==> config.mk <==
export PLATFORM = sky130hd
export DESIGN_NAME = list_schedule_control
export DESIGN_NICKNAME = d
export VERILOG_FILES = /design/src/list_sched_pkg.sv /design/src/list_schedule_control.sv
export SDC_FILE = /design/constraint.sdc
export NUM_CORES = 1
export LEC_CHECK = 0
export BUFFER_PORTS_ARGS = -buffer_cell sky130_fd_sc_hd__buf_2
export CORE_UTILIZATION = 60
export CTS_CLUSTER_DIAMETER = 30
export CTS_CLUSTER_SIZE = 10
export DETAILED_ROUTE_END_ITERATION = 8
export GPL_ROUTABILITY_DRIVEN = 0
export PLACE_DENSITY_LB_ADDON = 0.15
export SLEW_MARGIN = 20
export SYNTH_ARGS = -nofsm -noshare
export SYNTH_HDL_FRONTEND = slang
export SYNTH_SLANG_ARGS = --single-unit
==> constraint.sdc <==
create_clock -name mclk -period 5.3 [get_ports mclk]
set_input_delay 0.265 -clock mclk [delete_from_list [all_inputs] [get_ports mclk]]
set_output_delay 0.265 -clock mclk [all_outputs]
set_load 0.02 [all_outputs]
==> src/list_sched_pkg.sv <==
// Package with register map, field positions and constants of the list schedule control block.
package list_sched_pkg;
  localparam logic [7:0]  HOST_CONTROL_OFFSET   = 8'h04;
  localparam logic [7:0]  COMMAND_STATUS_OFFSET = 8'h08;
  localparam logic [7:0]  IRQ_STATUS_OFFSET     = 8'h0c;
  localparam logic [7:0]  IRQ_CLEAR_OFFSET      = 8'h10;
  localparam logic [7:0]  IRQ_ENABLE_OFFSET     = 8'h14;
  localparam int          RATIO_LSB             = 0;
  localparam int          PERIODIC_BIT          = 2;
  localparam int          ISO_BIT               = 3;
  localparam int          CONTROL_BIT           = 4;
  localparam int          OVERRUN_COUNT_LSB     = 16;
  localparam int          OVERRUN_IRQ_BIT       = 0;
  localparam logic [31:0] HOST_CONTROL_MASK     = 32'h0000_001f;
  localparam logic [31:0] COMMAND_WRITE_MASK    = 32'h0000_000f;
  localparam logic [31:0] RESET_VALUE           = 32'h0000_0000;
  localparam logic [1:0]  RESP_OKAY             = 2'b00;
  localparam logic [1:0]  RESP_SLVERR           = 2'b10;
  typedef enum logic [1:0] {CONTROL_TURN, BULK_TURN} turn_t;
endpackage : list_sched_pkg

==> src/list_schedule_control.sv <==
// List schedule control registers with AXI4-Lite slave and overrun interrupt.
`timescale 1ns/1ps
`default_nettype none
module list_schedule_control
  import list_sched_pkg::*;
(
  input  wire logic        mclk,
  input  wire logic        resetn,
  input  wire logic [7:0]  awaddr,
  input  wire logic        awvalid,
  output logic             awready,
  input  wire logic [31:0] wdata,
  input  wire logic [3:0]  wstrb,
  input  wire logic        wvalid,
  output logic             wready,
  output logic [1:0]       bresp,
  output logic             bvalid,
  input  wire logic        bready,
  input  wire logic [7:0]  araddr,
  input  wire logic        arvalid,
  output logic             arready,
  output logic [31:0]      rdata,
  output logic [1:0]       rresp,
  output logic             rvalid,
  input  wire logic        rready,
  input  wire logic        frameStart,
  input  wire logic        periodicPending,
  input  wire logic        isoDescriptorSeen,
  input  wire logic        nonperiodicDecide,
  input  wire logic        controlServed,
  input  wire logic        commandDone,
  input  wire logic [3:0]  commandDoneMask,
  output logic             controlListActive,
  output logic             periodicListActive,
  output logic             periodicContinue,
  output logic             serveControl,
  output logic             irq
);

  logic [31:0] hostControl;
  logic [31:0] commandStatus;
  logic [31:0] irqStatus;
  logic [31:0] irqEnable;
  logic [4:0]  frameEnables;
  logic [2:0]  servedCount;
  logic        overrun;
  logic [7:0]  wAddr;
  logic        wAddrHeld;
  logic [31:0] wData;
  logic [3:0]  wStrb;
  logic        wDataHeld;

  logic [31:0] next_hostControl;
  logic [31:0] next_commandStatus;
  logic [31:0] next_irqStatus;
  logic [31:0] next_irqEnable;
  logic [4:0]  next_frameEnables;
  logic [2:0]  next_servedCount;
  logic [7:0]  next_wAddr;
  logic        next_wAddrHeld;
  logic [31:0] next_wData;
  logic [3:0]  next_wStrb;
  logic        next_wDataHeld;
  logic        next_bvalid;
  logic        next_rvalid;
  logic [31:0] next_rdata;
  logic [1:0]  next_rresp;
  logic [1:0]  next_bresp;
  logic        doWrite;
  logic [31:0] strobed;

  function automatic logic [31:0] expand(input logic [3:0] s);
    expand = {{8{s[3]}}, {8{s[2]}}, {8{s[1]}}, {8{s[0]}}};
  endfunction : expand

  function automatic logic isMapped(input logic [7:0] a);
    isMapped = (a == HOST_CONTROL_OFFSET) || (a == COMMAND_STATUS_OFFSET) ||
               (a == IRQ_STATUS_OFFSET) || (a == IRQ_CLEAR_OFFSET) ||
               (a == IRQ_ENABLE_OFFSET);
  endfunction : isMapped

  assign awready = !wAddrHeld && !bvalid;
  assign wready  = !wDataHeld && !bvalid;
  assign arready = !rvalid;
  assign doWrite = wAddrHeld && wDataHeld && !bvalid;
  assign strobed = wData & expand(wStrb);

  // Frame latched copies keep mid-frame writes from touching the current schedule.
  assign controlListActive  = frameEnables[CONTROL_BIT];
  assign periodicListActive = frameEnables[PERIODIC_BIT];
  assign periodicContinue   = isoDescriptorSeen && frameEnables[ISO_BIT];
  // The count runs one past the ratio, so the bulk turn shows as serveControl low.
  assign serveControl = servedCount <= {1'b0, frameEnables[RATIO_LSB +: 2]};
  assign overrun = frameStart && periodicPending;
  assign irq = |(irqStatus & irqEnable);

  always_comb
  begin
    next_wAddr     = wAddr;
    next_wAddrHeld = wAddrHeld;
    next_wData     = wData;
    next_wStrb     = wStrb;
    next_wDataHeld = wDataHeld;
    next_bvalid    = bvalid && !bready;
    next_bresp     = bresp;
    next_rvalid    = rvalid && !rready;
    next_rdata     = rdata;
    next_rresp     = rresp;
    next_hostControl   = hostControl;
    next_commandStatus = commandStatus;
    next_irqStatus     = irqStatus;
    next_irqEnable     = irqEnable;
    next_frameEnables  = frameEnables;
    next_servedCount   = servedCount;
    if (awvalid && awready)
    begin
      next_wAddr     = awaddr;
      next_wAddrHeld = 1'b1;
    end
    if (wvalid && wready)
    begin
      next_wData     = wdata;
      next_wStrb     = wstrb;
      next_wDataHeld = 1'b1;
    end
    if (commandDone)
    begin
      next_commandStatus[3:0] = commandStatus[3:0] & ~commandDoneMask;
    end
    if (doWrite)
    begin
      next_wAddrHeld = 1'b0;
      next_wDataHeld = 1'b0;
      next_bvalid    = 1'b1;
      next_bresp     = isMapped(wAddr) ? RESP_OKAY : RESP_SLVERR;
      case (wAddr)
        HOST_CONTROL_OFFSET:
          next_hostControl = ((hostControl & ~expand(wStrb)) | strobed) & HOST_CONTROL_MASK;
        COMMAND_STATUS_OFFSET:
          next_commandStatus = next_commandStatus | (strobed & COMMAND_WRITE_MASK);
        IRQ_CLEAR_OFFSET:
          next_irqStatus = irqStatus & ~strobed;
        IRQ_ENABLE_OFFSET:
          next_irqEnable = strobed | (irqEnable & ~expand(wStrb));
        default:
          next_hostControl = hostControl;
      endcase
    end
    if (overrun)
    begin
      // The count moves even with the flag already set, so persistent trouble stays visible.
      next_commandStatus[OVERRUN_COUNT_LSB +: 2] =
        commandStatus[OVERRUN_COUNT_LSB +: 2] + 2'b01;
      next_irqStatus[OVERRUN_IRQ_BIT] = 1'b1;
    end
    if (frameStart)
    begin
      next_frameEnables = hostControl[4:0];
    end
    // Not cleared at frame start so the ratio carries over frames.
    if (nonperiodicDecide && controlServed && serveControl)
    begin
      next_servedCount = servedCount + 3'b001;
    end
    if (nonperiodicDecide && !controlServed && !serveControl)
    begin
      next_servedCount = 3'b000;
    end
    if (arvalid && arready)
    begin
      next_rvalid = 1'b1;
      next_rresp  = isMapped(araddr) ? RESP_OKAY : RESP_SLVERR;
      case (araddr)
        HOST_CONTROL_OFFSET:   next_rdata = hostControl;
        COMMAND_STATUS_OFFSET: next_rdata = commandStatus;
        IRQ_STATUS_OFFSET:     next_rdata = irqStatus;
        IRQ_ENABLE_OFFSET:     next_rdata = irqEnable;
        default:               next_rdata = RESET_VALUE;
      endcase
    end
  end

  always_ff @(posedge mclk or negedge resetn)
  begin
    if (!resetn)
    begin
      wAddr         <= 8'h00;
      wAddrHeld     <= 1'b0;
      wData         <= RESET_VALUE;
      wStrb         <= 4'h0;
      wDataHeld     <= 1'b0;
      bvalid        <= 1'b0;
      bresp         <= RESP_OKAY;
      rvalid        <= 1'b0;
      rdata         <= RESET_VALUE;
      rresp         <= RESP_OKAY;
      hostControl   <= RESET_VALUE;
      commandStatus <= RESET_VALUE;
      irqStatus     <= RESET_VALUE;
      irqEnable     <= RESET_VALUE;
      frameEnables  <= 5'h00;
      servedCount   <= 3'b000;
    end
    else
    begin
      wAddr         <= next_wAddr;
      wAddrHeld     <= next_wAddrHeld;
      wData         <= next_wData;
      wStrb         <= next_wStrb;
      wDataHeld     <= next_wDataHeld;
      bvalid        <= next_bvalid;
      bresp         <= next_bresp;
      rvalid        <= next_rvalid;
      rdata         <= next_rdata;
      rresp         <= next_rresp;
      hostControl   <= next_hostControl;
      commandStatus <= next_commandStatus;
      irqStatus     <= next_irqStatus;
      irqEnable     <= next_irqEnable;
      frameEnables  <= next_frameEnables;
      servedCount   <= next_servedCount;
    end
  end
endmodule : list_schedule_control
`default_nettype wire

### Word-level counts from Yosys, hierarchy flattened

Index checks and enable logic that the tools add are counted.

* add/sub/neg operators: 2
* magnitude comparators: 1
* equality and inequality tests: 10
* multiplexer cells: 18
* bitwise operators: 12
* reductions and logical operators: 44

Operator list (number)
* $and 32x32->32: 4
* $pmux 32 s4: 1
* $not 32->32: 2
* $mux 18: 2
* $eq 8x4->1 const B: 4
* $eq 8x5->1 const B: 4
* $or 32x32->32: 1
* $or 32x4->32: 1
* $reduce_or 32->1: 1
* $eq 8x3->1 const B: 2
* $logic_and 1x1->1: 15
* $reduce_and 2->1: 6
* $reduce_bool 2->1: 6
* $mux 1: 9
* $logic_not 1->1: 8
* $logic_or 1x1->1: 8
* $mux 2: 3
* $mux 3: 2
* $and 5x5->5: 1
* $or 5x5->5: 1
* $and 4x4->4: 1
* $mux 4: 1
* $not 4->4: 1
* $add 3x1->3 const B: 1
* 2 further kinds: 2

* register bits: 193
* input port bits: 69
* output and inout bits: 46
* logic and storage cells: 106

### Depth between registers and ports, before layout

* depth after elaboration: 7
* gate-level depth with buffers: 6
* gate-level depth less buffers: 6

### Worst setup path after synthesis

Ideal clock, no wire load.

* path kind: reg2reg
* from: register bvalid
* to: register wData[0]
* library setup time: 0.125 ns
* arrival: 1.887 ns
* required time: 5.175 ns
* path slack: 3.288 ns
* stages on the path, launching flop included: 6
* buffers on the path: 2
* period minus slack after synthesis: 2.012 ns
* cell sequence: dfrtp_1 > nor2_1 > and2_1 > clkbuf_1 > buf_2 > mux2_2

* word-level cells in the longest chain between the ends: 3

RTL lines
* start, declared: RTL line list_schedule_control.sv:17 `output logic bvalid,`
* start signal, assigned: RTL line list_schedule_control.sv:211 `bvalid <= next_bvalid;`
* $logic_not 1->1: RTL line list_schedule_control.sv:83 `assign wready = !wDataHeld && !bvalid;`
* $logic_and 1x1->1: RTL line list_schedule_control.sv:83
* named net wready: RTL line list_schedule_control.sv:15 `output logic wready,`
* $logic_and 1x1->1: RTL line list_schedule_control.sv:120 `if (wvalid && wready)`
* end signal, assigned: RTL line list_schedule_control.sv:208 `wData <= next_wData;`
* end, declared: RTL line list_schedule_control.sv:49 `logic [31:0] wData;`

The timed path passes the listed nets, and every way through them passes these cells.
A chain may end at the register's enable or synchronous reset.

### Final worst setup path

* from: register wAddr[7]
* to: register irqStatus[24]

* word-level cells in the longest chain between the ends: 2

RTL lines
* start, declared: RTL line list_schedule_control.sv:47 `logic [7:0] wAddr;`
* start signal, assigned: RTL line list_schedule_control.sv:206 `wAddr <= next_wAddr;`
* $eq 8x5->1: RTL line list_schedule_control.sv:136 `case (wAddr)`
* $reduce_and 2->1 (no line)
* end signal, assigned: RTL line list_schedule_control.sv:218 `irqStatus <= next_irqStatus;`
* end, declared: RTL line list_schedule_control.sv:42 `logic [31:0] irqStatus;`

No other way between the ends.

==> tab_implementation.tex <==
\begin{tabular}{lr}
\hline
Metric & Value \\
\hline
\multicolumn{2}{l}{\textbf{CTS}} \\
\quad Maximum count of clock buffers along a single path & 2 \\
\quad Hold buffers post-CTS & 1 \\
\quad Clock root buffer & sky130\_fd\_sc\_hd\_\_clkbuf\_16 \\
\quad Number of setup buffers added after CTS & 0 \\
\quad Depth of the CTS H-tree & 4 \\
\quad Total of cells resized after clock tree synthesis & 0 \\
\quad Number of CTS-inserted buffers & 17 \\
\quad TritonCTS clock tree & done \\
\quad Insertion delay to the later sink of the worst-skew pair & 430 ps \\
\quad CTS clock-pin slew for the worst setup and hold paths & 60 ps \\
\quad Total clock sinks & 165 \\
\multicolumn{2}{l}{\textbf{STA}} \\
\quad Final hold vios & 0 \\
\quad Time the worst path needs with I/O delays and setup & 2665 ps \\
\quad RSZ-0062 raised after global routing & no \\
\quad Max-slew headroom & 29.59\% \\
\quad Setup violators final & 0 \\
\quad Final Cycle Share & 50.28\% \\
\quad Worst Skew & slightly below 10 ps \\
\quad Slew @ Worst Pin & around 1100 ps \\
\quad Post-route setup TNS & 0 ps \\
\quad Max Slew Vio Count & 0 \\
\quad Peak Freq & 375.3 MHz \\
\multicolumn{2}{l}{\textbf{Routing}} \\
\quad Wire per inst & 19.23 um \\
\quad Vias after detailed routing & approximately 4800 \\
\quad First DRT Iteration DRCs & 319 \\
\quad Detailed-route vias per instance & $\sim$6 \\
\quad Post-route antenna net violation count & 0 \\
\quad Detailed Routing Iterations Pass 1 & 4 \\
\quad Drt drc & 0 \\
\quad Total wirelength of the detailed-routed design & around 15000 um \\
\multicolumn{2}{l}{\textbf{Placed design}} \\
\quad Number of buffers inserted by port buffering & 112 \\
\quad HPWL after DPL & 10390 um \\
\multicolumn{2}{l}{\textbf{Pwr}} \\
\quad Cell internal pwr & 2.605 mW \\
\quad Pleak & 3.933 nW \\
\quad Total power & 3.652 mW \\
\quad Reported net switching power & 1.047 mW \\
\quad Worst IR Drop VDD & 0.0004455 V \\
\quad Relative contribution of the clock network to total power & 34.9\% \\
\quad Net switching fraction of the power & 28.67\% \\
\quad Logic gate share of total power & 16.8\% \\
\quad Total power density per cell area & 444.6 nW/um\^{}2 \\
\quad Portion of total power attributed to sequential cells & 48.3\% \\
\multicolumn{2}{l}{\textbf{Logic synthesis}} \\
\quad Post-synth ARST share & 100.0\% \\
\quad Most common cell in the synthesized netlist & sky130\_fd\_sc\_hd\_\_dfrtp\_1 \\
\quad Cell area after synthesis & between 6000 and 7000 um\^{}2 \\
\quad Cell type contributing the most total cell area after synthesis & sky130\_fd\_sc\_hd\_\_dfrtp\_1 \\
\quad Flop and latch count out of synthesis & 165 \\
\quad Proportion of netlist area held by the largest area contributor & 59.51\% \\
\quad Number of synthesized flops with an enable pin & 0 \\
\quad Warning count from the yosys run & 0 \\
\quad Dominant cells by area after synthesis & sky130\_fd\_sc\_hd\_\_dfrtp\_1, sky130\_fd\_sc\_hd\_\_mux2\_2, sky130\_fd\_sc\_hd\_\_a22oi\_1 \\
\quad Sequential-to-total area share from yosys stat & 59.51\% \\
\quad Syn Inst Count & about 530 \\
\quad Commonest cells in the synthesized netlist & sky130\_fd\_sc\_hd\_\_dfrtp\_1, sky130\_fd\_sc\_hd\_\_mux2\_2, sky130\_fd\_sc\_hd\_\_nand2\_1, sky130\_fd\_sc\_hd\_\_a22oi\_1, sky130\_fd\_sc\_hd\_\_o21ai\_0 \\
\quad Distinct cells, synth & 53 \\
\quad Most used DFF post-synth & sky130\_fd\_sc\_hd\_\_dfrtp\_1 \\
\quad Average cell area after synthesis & 13.12 um\^{}2 \\
\multicolumn{2}{l}{\textbf{Hold path}} \\
\quad Type of the most critical hold path & input pin to flip-flop \\
\multicolumn{2}{l}{\textbf{GRT}} \\
\quad Via count of the first global-routing pass & about 4800 \\
\quad Maximum number of pins on one net before global-route repair & 104 \\
\quad Wire length of the first global-routing pass & 24630 um \\
\quad Number of antenna violations at the first check in global routing & 0 \\
\quad Total congestion overflow after global routing & 0 \\
\quad GRT Total Usage & between 20\% and 30\% \\
\multicolumn{2}{l}{\textbf{Setup path}} \\
\quad Kind of launch point of the worst setup path & flip-flop \\
\quad Data arrival time of the worst path & 2940 ps \\
\quad Start-to-end type of the worst setup path & flip-flop to flip-flop \\
\quad Kind of end point of the critical path & flip-flop \\
\quad CP Max Fanout & 11 \\
\quad Required time worst endpoint & 5570 ps \\
\multicolumn{2}{l}{\textbf{Floorplanning}} \\
\quad Area of the placeable core & 11030 um\^{}2 \\
\quad Die outline area & approximately 12000 um\^{}2 \\
\quad Number of primary I/O pins & between 100 and 150 \\
\quad DIE WIDTH & 109.5 um \\
\quad Die Ht & approximately 110 um \\
\quad Starting utilization of the core area & 62.90\% \\
\quad Total number of placement rows & 38 \\
\multicolumn{2}{l}{\textbf{Cells and area}} \\
\quad Ant diodes & 0 \\
\quad Fillers & approximately 740 \\
\quad Share of post-route cells with drive strength above 1 & 38.28\% \\
\quad Area Growth Syn to Fin & 18.39\% \\
\quad Total Nets Final & between 700 and 800 \\
\multicolumn{2}{l}{\textbf{Outcome}} \\
\quad Run status & complete, no violations \\
\multicolumn{2}{l}{\textbf{Flow run}} \\
\quad Count of max-cap constraint violations & 0 \\
\hline
\end{tabular}
layer usage:
layer / global-route usage [%] / share of wire [%]
met5: 0 / 0
met4: 7.619 / 1.2
met3: 6.935 / 6.0
met2: 44.83 / 48
met1: 38.72 / 45
cell families (layout without fill, tap and decap cells):
group                      Yosys count  after routing  synth area share, %
muxes                               92             92                14.91
adders and majority gates            3              3               0.5411
xor gates and xnor gates             2              2               0.2525
AOI/OAI and AO/OA                  139            139                13.87
DFF                                165            165                59.51
other                                1              2              0.05405
buffers and inverters               34            157                2.471
and+or+nand+nor                     93             93                8.386
area by class of cell:
cell class,count,area (um^2),area share [%]
inverter,7,26.28,0.3199
timing repair buffer,118,614.3,7.479
sequential,165,4129,50.27
tap,140,175.2,2.133
multi-input combinational,331,2651,32.28
clock buffer,21,470.5,5.727
clock inverter,11,147.6,1.797
per-stage QoR:
| step | utilization (%) | hold WS, ps | cell area [um^2] | std cells | setup WS, ps |
|---|---|---|---|---|---|
| after floorplan | - | -30.59 | 6942 | 530 | 3288 |
| after global placement | 68.73 | 425.6 | 7581 | 760 | 2596 |
| after detailed placement | 68.73 | 434.1 | 7581 | 760 | 2372 |
| after CTS | 74.42 | 7.502 | 8209 | 793 | 2620 |
| after global routing | 74.47 | 10.43 | 8214 | 793 | 2541 |
| final | 74.47 | 16.49 | 8214 | 793 | 2635 |
final timing paths:
check | from | to | slack (ps) | depth (start not counted)
hold reg to reg | rdata[18] | rdata[18] | 470 | 2
hold / removal | rready | rvalid | 20 | 2
setup reg to reg | wAddr[7] | irqStatus[24] | 2640 | 4
min in group asynchronous | resetn | servedCount[2] | 510 | 2
setup / recovery | wAddr[7] | irqStatus[24] | 2640 | 4
max in group asynchronous | resetn | wData[14] | 3450 | 3
layout by cell type, fill, tap and decap left out, types with 4 or more instances in the layout:
cell	instances
sky130_fd_sc_hd__a22o_1	4
sky130_fd_sc_hd__nand2_1	44
sky130_fd_sc_hd__mux2_2	91
sky130_fd_sc_hd__buf_4	5
sky130_fd_sc_hd__a32o_1	4
sky130_fd_sc_hd__o21ai_0	35
sky130_fd_sc_hd__inv_1	7
sky130_fd_sc_hd__a22oi_1	42
sky130_fd_sc_hd__buf_2	111
sky130_fd_sc_hd__clkbuf_16	17
sky130_fd_sc_hd__dfrtp_1	165
sky130_fd_sc_hd__nor2_1	7
sky130_fd_sc_hd__nand4_1	5
sky130_fd_sc_hd__nor2b_1	6
sky130_fd_sc_hd__nand4_4	4
sky130_fd_sc_hd__a21boi_0	31
sky130_fd_sc_hd__a31oi_1	6
sky130_fd_sc_hd__and4_1	4
critical path, stage by stage (launching register included):
cell and delay, ps:
sky130_fd_sc_hd__dfrtp_1 380, sky130_fd_sc_hd__or4_1 570, sky130_fd_sc_hd__nor3_2 820, sky130_fd_sc_hd__and4_1 550, sky130_fd_sc_hd__a21boi_0 200
power by group through the flow:
stage	clock network, mW	registers, mW	logic, mW
floorplan	0	1.68	0.474
global placement	0	1.76	0.586
detailed placement	0	1.78	0.616
CTS	1.29	1.76	0.624
global route	1.34	1.80	0.677
finish	1.28	1.76	0.614
No activity file was read; power rests on OpenSTA's default activity.
